## src/pkg/wdog_pkg.sv

```systemverilog
// constants for the configuration-port watchdog
package wdog_pkg;
    localparam logic [7:0]  INDEX_PORT      = 8'h2E;
    localparam logic [7:0]  DATA_PORT       = 8'h2F;
    localparam logic [7:0]  UNLOCK_VALUE    = 8'h87;
    localparam logic [7:0]  LOCK_VALUE      = 8'hAA;
    localparam logic [7:0]  OFS_DEV_SELECT  = 8'h07;
    localparam logic [7:0]  OFS_ACTIVATE    = 8'h30;
    localparam logic [7:0]  OFS_TIME_BASE   = 8'hF5;
    localparam logic [7:0]  OFS_COUNT_VALUE = 8'hF6;
    localparam logic [7:0]  WDOG_DEVICE     = 8'h08;
    localparam logic [7:0]  BASE_SECONDS    = 8'h00;
    localparam logic [7:0]  BASE_MINUTES    = 8'h08;
    localparam logic [7:0]  RST_DEV_SELECT  = 8'h00;
    localparam logic [7:0]  RST_ACTIVATE    = 8'h00;
    localparam logic [7:0]  RST_TIME_BASE   = 8'h00;
    localparam logic [7:0]  RST_COUNT_VALUE = 8'h00;
    localparam int          CLOCK_HZ        = 20000000;
    localparam int          SECOND_S        = 1;
    localparam int          SECOND_CYCLES   = CLOCK_HZ * SECOND_S;
    localparam int          MINUTE_SECONDS  = 60;
    localparam int          RESET_PULSE_US  = 100;
    localparam int          RESET_PULSE_CYC = RESET_PULSE_US * CLOCK_HZ / 1000000;
endpackage

```

## src/rtl/wdog_tick.sv

```systemverilog
// one-second and one-minute enable pulses
`timescale 1ns/1ps
module wdog_tick #(
    parameter int SECOND_CYCLES = wdog_pkg::SECOND_CYCLES
) (
    input  wire logic clock,
    input  wire logic sys_rst,
    input  wire logic restart,
    output logic      sec_tick,
    output logic      min_tick
);
    logic [24:0] cyc_reg;
    logic [24:0] cyc_next;
    logic [5:0]  sec_reg;
    logic [5:0]  sec_next;
    logic        sec_t_next;
    logic        min_t_next;

    // restart aligns the time base to the reload so a unit is full length
    always_comb
    begin
        cyc_next   = cyc_reg + 25'h0000001;
        sec_next   = sec_reg;
        sec_t_next = 1'b0;
        min_t_next = 1'b0;
        if (restart)
        begin
            cyc_next = 25'h0000000;
            sec_next = 6'h00;
        end
        else if (cyc_reg == 25'(SECOND_CYCLES - 1))
        begin
            cyc_next   = 25'h0000000;
            sec_t_next = 1'b1;
            if (sec_reg == 6'(wdog_pkg::MINUTE_SECONDS - 1))
            begin
                sec_next   = 6'h00;
                min_t_next = 1'b1;
            end
            else
                sec_next = sec_reg + 6'h01;
        end
    end

    always_ff @(posedge clock)
    begin
        if (sys_rst)
        begin
            cyc_reg  <= 25'h0000000;
            sec_reg  <= 6'h00;
            sec_tick <= 1'b0;
            min_tick <= 1'b0;
        end
        else
        begin
            cyc_reg  <= cyc_next;
            sec_reg  <= sec_next;
            sec_tick <= sec_t_next;
            min_tick <= min_t_next;
        end
    end
endmodule // wdog_tick

```

## src/rtl/system_watchdog.sv

```systemverilog
// super i/o watchdog behind an index/data port pair
// Function
// - expiry without a reload drives a whole-system reset pulse.
// - writing 00 at 30 disables the dog at any time.
// - time base value 00h at F5 makes each count one second.
// - time base value 08h makes each count one minute.
// - count at F6 of 1 to 255 gives that many units, 00h disables.
// - in minutes mode expiry falls exactly M minutes after loading.
// - each write to F6 restarts the countdown from the new value.
`timescale 1ns/1ps
module system_watchdog #(
    parameter int SECOND_CYCLES = wdog_pkg::SECOND_CYCLES
) (
    input  wire logic       clock,
    input  wire logic       sys_rst,
    input  wire logic       io_wr,
    input  wire logic       io_rd,
    input  wire logic [7:0] io_addr,
    input  wire logic [7:0] io_wdata,
    output logic      [7:0] io_rdata,
    output logic            system_reset,
    output logic            dog_running
);
    typedef enum logic [2:0] {
        ST_LOCKED = 3'b001,
        ST_HALF   = 3'b010,
        ST_OPEN   = 3'b100
    } lock_t;

    lock_t       lock_reg, lock_next;
    logic [7:0]  index_reg, index_next;
    logic [7:0]  dev_reg, dev_next;
    logic [7:0]  act_reg, act_next;
    logic [7:0]  base_reg, base_next;
    logic [7:0]  count_reg, count_next;
    logic [7:0]  rdata_next;
    logic [11:0] pulse_reg, pulse_next;
    logic        rst_next;
    logic        run_next;
    logic        reload;
    logic        sec_tick;
    logic        min_tick;
    logic        unit_tick;
    logic        cfg_wr;
    logic        cfg_rd;
    logic        dev_ok;

    wire cfg_open = (lock_reg == ST_OPEN);
    assign cfg_wr = cfg_open && io_wr && io_addr == wdog_pkg::DATA_PORT;
    assign cfg_rd = cfg_open && io_rd && io_addr == wdog_pkg::DATA_PORT;
    assign dev_ok = dev_reg == wdog_pkg::WDOG_DEVICE;
    assign reload = cfg_wr && dev_ok &&
                    index_reg == wdog_pkg::OFS_COUNT_VALUE;

    wdog_tick #(
        .SECOND_CYCLES (SECOND_CYCLES)
    ) u_tick (
        .clock    (clock),
        .sys_rst  (sys_rst),
        .restart  (reload),
        .sec_tick (sec_tick),
        .min_tick (min_tick)
    );

    // minute base only for exactly 08h; other values count seconds
    assign unit_tick = (base_reg == wdog_pkg::BASE_MINUTES) ? min_tick
                                                            : sec_tick;

    // unlock sequence and index/data decoding
    always_comb
    begin
        lock_next  = lock_reg;
        index_next = index_reg;
        dev_next   = dev_reg;
        act_next   = act_reg;
        base_next  = base_reg;
        rdata_next = io_rdata;
        if (io_wr && io_addr == wdog_pkg::INDEX_PORT)
        begin
            case (lock_reg)
                ST_LOCKED:
                    lock_next = (io_wdata == wdog_pkg::UNLOCK_VALUE)
                                ? ST_HALF : ST_LOCKED;
                ST_HALF:
                    lock_next = (io_wdata == wdog_pkg::UNLOCK_VALUE)
                                ? ST_OPEN : ST_LOCKED;
                ST_OPEN:
                begin
                    if (io_wdata == wdog_pkg::LOCK_VALUE)
                        lock_next = ST_LOCKED;
                    else
                        index_next = io_wdata;
                end
                default:
                    lock_next = ST_LOCKED;
            endcase
        end
        else if (io_wr && io_addr != wdog_pkg::DATA_PORT)
            lock_next = lock_reg;
        if (cfg_wr)
        begin
            if (index_reg == wdog_pkg::OFS_DEV_SELECT)
                dev_next = io_wdata;
            else if (dev_ok)
            begin
                case (index_reg)
                    wdog_pkg::OFS_ACTIVATE:    act_next   = io_wdata;
                    wdog_pkg::OFS_TIME_BASE:   base_next  = io_wdata;
                    // count writes land in the counter as a reload
                    default:                   act_next   = act_reg;
                endcase
            end
        end
        // unmapped indices read as zero
        if (cfg_rd)
        begin
            case (index_reg)
                wdog_pkg::OFS_DEV_SELECT:  rdata_next = dev_reg;
                wdog_pkg::OFS_ACTIVATE:    rdata_next = dev_ok ? act_reg : 8'h00;
                wdog_pkg::OFS_TIME_BASE:   rdata_next = dev_ok ? base_reg : 8'h00;
                wdog_pkg::OFS_COUNT_VALUE: rdata_next = dev_ok ? count_reg : 8'h00;
                default:                   rdata_next = 8'h00;
            endcase
        end
    end

    // countdown and reset pulse
    always_comb
    begin
        count_next = count_reg;
        pulse_next = pulse_reg;
        run_next   = act_reg[0] && count_reg != 8'h00;
        rst_next   = 1'b0;
        if (reload)
            count_next = io_wdata;
        else if (!act_reg[0])
            count_next = count_reg;
        else if (unit_tick && count_reg != 8'h00)
        begin
            count_next = count_reg - 8'h01;
            if (count_reg == 8'h01)
                pulse_next = 12'(wdog_pkg::RESET_PULSE_CYC);
        end
        if (pulse_reg != 12'h000)
        begin
            if (!(unit_tick && count_reg == 8'h01 && act_reg[0] && !reload))
                pulse_next = pulse_reg - 12'h001;
            rst_next = 1'b1;
        end
    end

    // every output is a flop; reset is synchronous
    always_ff @(posedge clock)
    begin
        if (sys_rst)
        begin
            lock_reg     <= ST_LOCKED;
            index_reg    <= 8'h00;
            dev_reg      <= wdog_pkg::RST_DEV_SELECT;
            act_reg      <= wdog_pkg::RST_ACTIVATE;
            base_reg     <= wdog_pkg::RST_TIME_BASE;
            count_reg    <= wdog_pkg::RST_COUNT_VALUE;
            pulse_reg    <= 12'h000;
            io_rdata     <= 8'h00;
            system_reset <= 1'b0;
            dog_running  <= 1'b0;
        end
        else
        begin
            lock_reg     <= lock_next;
            index_reg    <= index_next;
            dev_reg      <= dev_next;
            act_reg      <= act_next;
            base_reg     <= base_next;
            count_reg    <= count_next;
            pulse_reg    <= pulse_next;
            io_rdata     <= rdata_next;
            system_reset <= rst_next;
            dog_running  <= run_next;
        end
    end

    // checks on the counter, the reset pulse and the lock
    a_reload_loads: assert property (@(posedge clock) disable iff (sys_rst)
        reload |=> count_reg == $past(io_wdata))
        else $error("reload did not load count");
    a_expiry_resets: assert property (@(posedge clock) disable iff (sys_rst)
        (act_reg[0] && unit_tick && count_reg == 8'h01 && !reload)
        |=> ##1 system_reset)
        else $error("expiry gave no reset");
    a_idle_no_count: assert property (@(posedge clock) disable iff (sys_rst)
        (!act_reg[0] && !reload) |=> $stable(count_reg))
        else $error("count moved while disabled");
    a_zero_holds: assert property (@(posedge clock) disable iff (sys_rst)
        (count_reg == 8'h00 && !reload) |=> count_reg == 8'h00)
        else $error("zero count moved");
    a_sec_step: assert property (@(posedge clock) disable iff (sys_rst)
        (act_reg[0] && base_reg == wdog_pkg::BASE_SECONDS && !sec_tick
         && !reload) |=> $stable(count_reg))
        else $error("seconds count moved without tick");
    a_min_step: assert property (@(posedge clock) disable iff (sys_rst)
        (act_reg[0] && base_reg == wdog_pkg::BASE_MINUTES && !min_tick
         && !reload) |=> $stable(count_reg))
        else $error("minutes count moved without tick");
    a_min_dec: assert property (@(posedge clock) disable iff (sys_rst)
        (act_reg[0] && base_reg == wdog_pkg::BASE_MINUTES && min_tick
         && !reload && count_reg != 8'h00)
        |=> count_reg == $past(count_reg) - 8'h01)
        else $error("minute tick did not decrement");
    a_unlock_two: assert property (@(posedge clock) disable iff (sys_rst)
        (lock_reg == ST_LOCKED) |=> lock_reg != ST_OPEN)
        else $error("unlocked by one write");
    a_activate_run: assert property (@(posedge clock) disable iff (sys_rst)
        (act_reg[0] && count_reg != 8'h00) |=> dog_running)
        else $error("running flag missing");
    a_data_locked: assert property (@(posedge clock) disable iff (sys_rst)
        (!cfg_open && io_wr) |=> $stable(act_reg))
        else $error("locked write changed register");
endmodule // system_watchdog

```

## config.mk

```make
export PLATFORM = sky130hd
export DESIGN_NAME = system_watchdog
export DESIGN_NICKNAME = d
export VERILOG_FILES = /design/src/pkg/wdog_pkg.sv /design/src/rtl/wdog_tick.sv /design/src/rtl/system_watchdog.sv
export SDC_FILE = /design/constraint.sdc
export NUM_CORES = 1
export LEC_CHECK = 0
export CAP_MARGIN = 20
export CELL_PAD_IN_SITES_DETAIL_PLACEMENT = 1
export CELL_PAD_IN_SITES_GLOBAL_PLACEMENT = 1
export CORE_ASPECT_RATIO = 1.4
export CORE_UTILIZATION = 48
export CTS_CLUSTER_SIZE = 28
export DETAILED_ROUTE_END_ITERATION = 12
export DONT_BUFFER_PORTS = 1
export PLACE_DENSITY = 0.85
export SYNTH_ARGS = -nofsm -noshare
export SYNTH_HDL_FRONTEND = slang
export SYNTH_SLANG_ARGS = --single-unit
```

## constraint.sdc

```tcl
create_clock -name clock -period 3.45 [get_ports clock]
set_clock_uncertainty 0.2 [all_clocks]
set_input_delay 0.8625 -clock clock [delete_from_list [all_inputs] [get_ports clock]]
set_output_delay 0.8625 -clock clock [all_outputs]
set_load 0.05 [all_outputs]
```

==> results of run 1 <==
## worst reg2reg max path: cells and delay by family, from the launching register on
kind | cells | cell delay (ns)
multiplexers | 1 | 0.26
AND/OR/NAND/NOR | 4 | 1.87
flip-flops | 1 | 0.34
## report_power, final
part | internal [mW] | leakage, nW | switching, mW
Clock | 0.583 | 0.143 | 0.428
Sequential | 1.19 | 0.792 | 0.0822
Combinational | 0.154 | 0.680 | 0.212
## final timing paths
kind | startpoint | to | slack (ns) | cells past startpoint
worst min-delay path | u_tick.cyc_reg[0] | u_tick.cyc_reg[0] | 0.27 | 1
worst min register to register | u_tick.cyc_reg[0] | u_tick.cyc_reg[0] | 0.27 | 1
worst max-delay path | dev_reg[7] | act_reg[5] | 0.68 | 5
worst max register to register | dev_reg[7] | act_reg[5] | 0.68 | 5
## area by class of cell
| cell class | instances | area, um2 |
|---|---|---|
| fill | 1152 | 4370 |
| clock buffer | 12 | 246 |
| multi-input combinational | 414 | 2680 |
| timing repair buffer | 6 | 45.0 |
| inverter | 11 | 41.3 |
| tap | 132 | 165 |
| clock inverter | 4 | 51.3 |
| sequential | 98 | 1960 |
## per-layer routing
metal / share of wire / global-route usage
met1: 0.40 / 0.294
met2: 0.52 / 0.464
met3: 0.048 / 0.0539
met4: 0.037 / 0.131
met5: 0 / 0
## cells in the final DEF, fill, tap and decap left out, drive strengths merged, types with 5 or more instances in the layout
master	synthesis	layout
nor3	16	16
a21oi	28	28
clkbuf	16	12
mux2i	25	25
xor2	5	5
ha	6	6
or4	8	8
nand3	28	28
o211ai	5	5
o21ai	22	22
xnor2	21	21
a31oi	11	11
nand4	15	15
and4	9	9
inv	11	11
or3	9	9
nand2	39	39
nor3b	5	5
dfxtp	98	98
buf	10	6
nor2	79	79
nand4b	8	8
nor4b	6	6
a211oi	8	8
nor4	13	13
## cell families (layout without fill, tap and decap cells)
logic type	Yosys count	in the layout
DFF	98	98
adders and majority gates	6	6
muxes	27	27
xor gates and xnor gates	26	26
buffers and inverters	37	33
and+or+nand+nor	255	255
AOI/OAI and AO/OA	100	100
==> impl_metrics.yaml, run 1 <==
global_routing:
  grt_max_degree: 59
  antenna_found_initial: 0
  grt_pass1_vias: 4406
  grt_pass1_wl_mm: 21.3
  grt.overflow.total: 0
  groute.usage.overall: 0.262
clock_network:
  cts_sinks: 98
  cts_resized: 0
  cts_buffer_depth: 2
  clock_latency_ns: 0.34
  root_buffer: "clkbuf_16"
  cts_hold_buf: 0
  h-tree-depth: 3
  postCtsSetupRepairBufs: 0
  cts.reportedPaths.clkPinSlew_ns: 0.06
  cts_buffers: 9
  cts_tree: "built"
die:
  die_height_um: 120
  core_um2: 9560
  dieArea_um2: 10400
  start_util: 0.501
  std_cell_rows: 42
  ioPinCount: 30
  die_x_um: 86.5
setup_path:
  slowest_delay_ns: 0.76
  crit_buf_inv: 0
  cp.arrival_ns: 2.81
  end_kind: "flip-flop"
  crit_fanout: 8
  cpMaxStageDelayCell: "nor4_4"
  crit_type: "flip-flop to flip-flop"
  crit_chain: "nor4_1 -> nand2_1 -> nor4_4 -> mux2i_1 -> nor2_1"
  crit_path_start_kind: "flip-flop"
  cpLargestDelayFamily: "simple AND/OR/NAND/NOR gates"
  cp.required_ns: 3.49
synthesis:
  synthMuxAreaShare: 0.0569
  yosysMostFrequentCell: "dfxtp_1"
  yosysTopAreaCellShare: 0.409
  synth.area.top_cells: "dfxtp_1 41%, nor2_1 6.2%, mux2i_1 5.2%"
  synth_top_family_by_area: "simple AND/OR/NAND/NOR gates"
  synth_fp_nets: 575
  synth.largest_area_cell: "dfxtp_1"
  synth_adder_area_share: 0.0157
  async_flop_share: 0
  avgSynthCellArea_um2: 8.73
  yosys_warnings: 0
  syn_inst: 549
  synthFlopType: "dfxtp_1"
  synth_compound_area_frac: 0.139
  yosys-top-cells-count: "98 x dfxtp_1, 79 x nor2_1, 39 x nand2_1, 28 x a21oi_1, 28 x nand3_1"
  synthSimpleGateAreaFrac: 0.301
  netlist_area_um2: 4790
  ys_ff_latch: 98
  yosysUniqueCellTypes: 67
  synth-seq-area-share: 0.409
  synthXorXnorAreaFrac: 0.0475
  synth_edf_count: 0
layout:
  num-nets-final: 566
  fin_area_um2: 5190
  diodes: 0
  layout-drive-gt1-share: 0.0771
  largest_reg_flops: 25
  final_cells: 677
  utilization: 0.543
  area_growth_syn_to_layout_pct: 8.35
place:
  place_area_um2: 4900
  io_buffers: 0
  dp_slack_ns: 0.443
  post-dp-hpwl_mm: 9.07
  placed_cells: 661
  gp_congestion: 0.889
pwr:
  p_per_area_nw_per_um2: 510
  power_leakage_nw: 1.62
  power_mw: 2.65
  ir_drop_mv: 0.281
timing:
  finalSetupViolations: 0
  rsz0062_at_grt: "false"
  hold_viol_final: 0
  tns_ns: 0
  fmax_ghz: 0.361
  slew_violations: 0
  worstMarginPinSlew_ns: 0.789
  max-slew-margin-rel: 0.474
  fin_ws_ns: 0.679
  hold_ws_ns: 0.267
  fin_crit_sh: 0.803
  final.min_clock_period_ns: 2.77
routing:
  drt_iter0_markers: 209
  vias: 4236
  drtPass1Iterations: 4
  routed_via_density: 6.26
  drc_errors: 0
  ant_nets: 0
  wire_per_inst_um: 18.8
  wl_mm: 12.7
outcome:
  status: "finished, final reports clean"
hold_path:
  holdCritPathClass: "flip-flop to flip-flop"
job:
  drv_cap: 0
Power figures use the tool's default switching activity.
==> run 2, diff against run 1 <==
==> constraint.sdc (replaced) <==
create_clock -name clock -period 2.84 [get_ports clock]
set_clock_uncertainty 0.2 [all_clocks]
set_input_delay 0.71 -clock clock [delete_from_list [all_inputs] [get_ports clock]]
set_output_delay 0.71 -clock clock [all_outputs]
set_load 0.05 [all_outputs]
==> run 2 against run 1 <==
Compared with the run above: utilization rose by 0.76 points; worst setup slack got worse by 0.37 ns; sequential share of layout area fell by 0.52 points; global-route usage rose by 1.1 points; power rose by 21%; clock power rose by 18%; worst hold slack got worse by 0.041 ns; clock-buffer cell count fell by 3; combinational power rose by 28%; final cell count rose by 1.6%; highest routed layer unchanged.
==> impl_metrics.yaml, run 2 (synthesis gave the netlist of run 1 again) <==
setup_path:
  crit_type: "flip-flop to flip-flop"
  cpMaxStageDelayCell: "or3_1"
  crit_path_frequent_cell: "or4_1"
  cpLargestDelayFamily: "simple AND/OR/NAND/NOR gates"
  crit_chain: "nand2_1 -> or4_1 -> or3_1 -> or4_1 -> a21oi_1"
  end_kind: "flip-flop"
  cp.arrival_ns: 2.60
  crit_fanout: 13
  crit_buf_inv: 0
  crit_path_start_kind: "flip-flop"
  cp.required_ns: 2.92
  slowest_delay_ns: 0.58
timing:
  tns_ns: 0
  slew_violations: 0
  worstMarginPinSlew_ns: 0.667
  final.min_clock_period_ns: 2.53
  fmax_ghz: 0.396
  finalSetupViolations: 0
  max-slew-margin-rel: 0.555
  fin_crit_sh: 0.890
  rsz0062_at_grt: "false"
  hold_viol_final: 0
pwr:
  p_per_area_nw_per_um2: 607
  ir_drop_mv: 0.302
  power_leakage_nw: 1.66
routing:
  ant_nets: 0
  vias: 4262
  wire_per_inst_um: 19.1
  drtPass1Iterations: 5
  routed_via_density: 6.19
  wl_mm: 13.1
  drc_errors: 0
  drt_iter0_markers: 186
die:
  dieArea_um2: 10400
  die_height_um: 120
  ioPinCount: 30
  start_util: 0.501
  core_um2: 9560
  std_cell_rows: 42
  die_x_um: 86.5
clock_network:
  cts_buffers: 9
  cts_buffer_depth: 2
  cts.reportedPaths.clkPinSlew_ns: 0.07
  postCtsSetupRepairBufs: 0
  h-tree-depth: 3
  cts_resized: 0
  clock_latency_ns: 0.35
  root_buffer: "clkbuf_16"
  cts_hold_buf: 0
  cts_tree: "built"
  cts_sinks: 98
global_routing:
  grt_pass1_wl_mm: 22.0
  groute.usage.overall: 0.273
  grt.overflow.total: 0
  grt_pass1_vias: 4617
  antenna_found_initial: 0
  grt_max_degree: 59
layout:
  mostFrequentLayoutCell: "dfxtp_1"
  layout-drive-gt1-share: 0.0989
  layout_common_cells: "98 x dfxtp_1, 79 x nor2_1, 39 x nand2_1"
  diodes: 0
  num-nets-final: 577
  area_growth_syn_to_layout_pct: 9.87
  utilization: 0.551
  largest_reg_flops: 25
place:
  post-dp-hpwl_mm: 9.43
  gp_congestion: 0.872
  io_buffers: 0
hold_path:
  holdCritPathClass: "primary input to flip-flop"
job:
  drv_cap: 0
outcome:
  status: "finished, final reports clean"
==> run 2: final cells by class <==
type / instances / area (um2)
clock buffers: 9 / 225
inverters: 11 / 41.3
flip-flops and latches: 98 / 1960
clock inverters: 7 / 62.6
fillers: 1153 / 4300
repair buffers: 17 / 128
well taps: 132 / 165
multi-input cells: 414 / 2680
==> run 2: final timing paths <==
check                                         from           endpoint  slack (ns)  depth (start not counted)
worst max-delay path            u_tick.cyc_reg[20]  u_tick.sec_reg[4]        0.31                          5
worst min-delay path                       sys_rst       pulse_reg[4]        0.23                          1
worst max register to register  u_tick.cyc_reg[20]  u_tick.sec_reg[4]        0.31                          5
worst min register to register   u_tick.cyc_reg[0]  u_tick.cyc_reg[0]        0.27                          1
==> run 2: per-stage QoR <==
step                      instance area, um2  power (mW)  instances  setup WS (ns)  hold WS, ns
after floorplan                         4790        1.91        549          0.200        0.230
after global placement                  4980        2.00        672          0.310        0.241
after detailed placement                4980        2.03        672          0.289        0.264
after CTS                               5270        3.21        688          0.313        0.214
after global routing                    5270        3.34        688          0.168        0.228
final                                   5270        3.20        688          0.313        0.226
==> run 2: per-layer routing <==
| metal | vias to the layer above | routed length [um] | GRT usage | share of wire |
|---|---|---|---|---|
| met5 | - | 0 | 0 | 0 |
| met4 | 0 | 649 | 0.168 | 0.050 |
| met3 | 45 | 563 | 0.0512 | 0.043 |
| met2 | 99 | 6850 | 0.495 | 0.52 |
| met1 | 2092 | 5050 | 0.287 | 0.39 |
| li1 | 2026 | - | - | - |
==> run 2: report_power, final <==
| part | switching [mW] | total [mW] | internal [mW] |
|---|---|---|---|
| Combinational | 0.267 | 0.466 | 0.198 |
| Clock | 0.577 | 1.19 | 0.609 |
| Sequential | 0.0996 | 1.55 | 1.45 |
| Total | 0.943 | 3.20 | 2.25 |
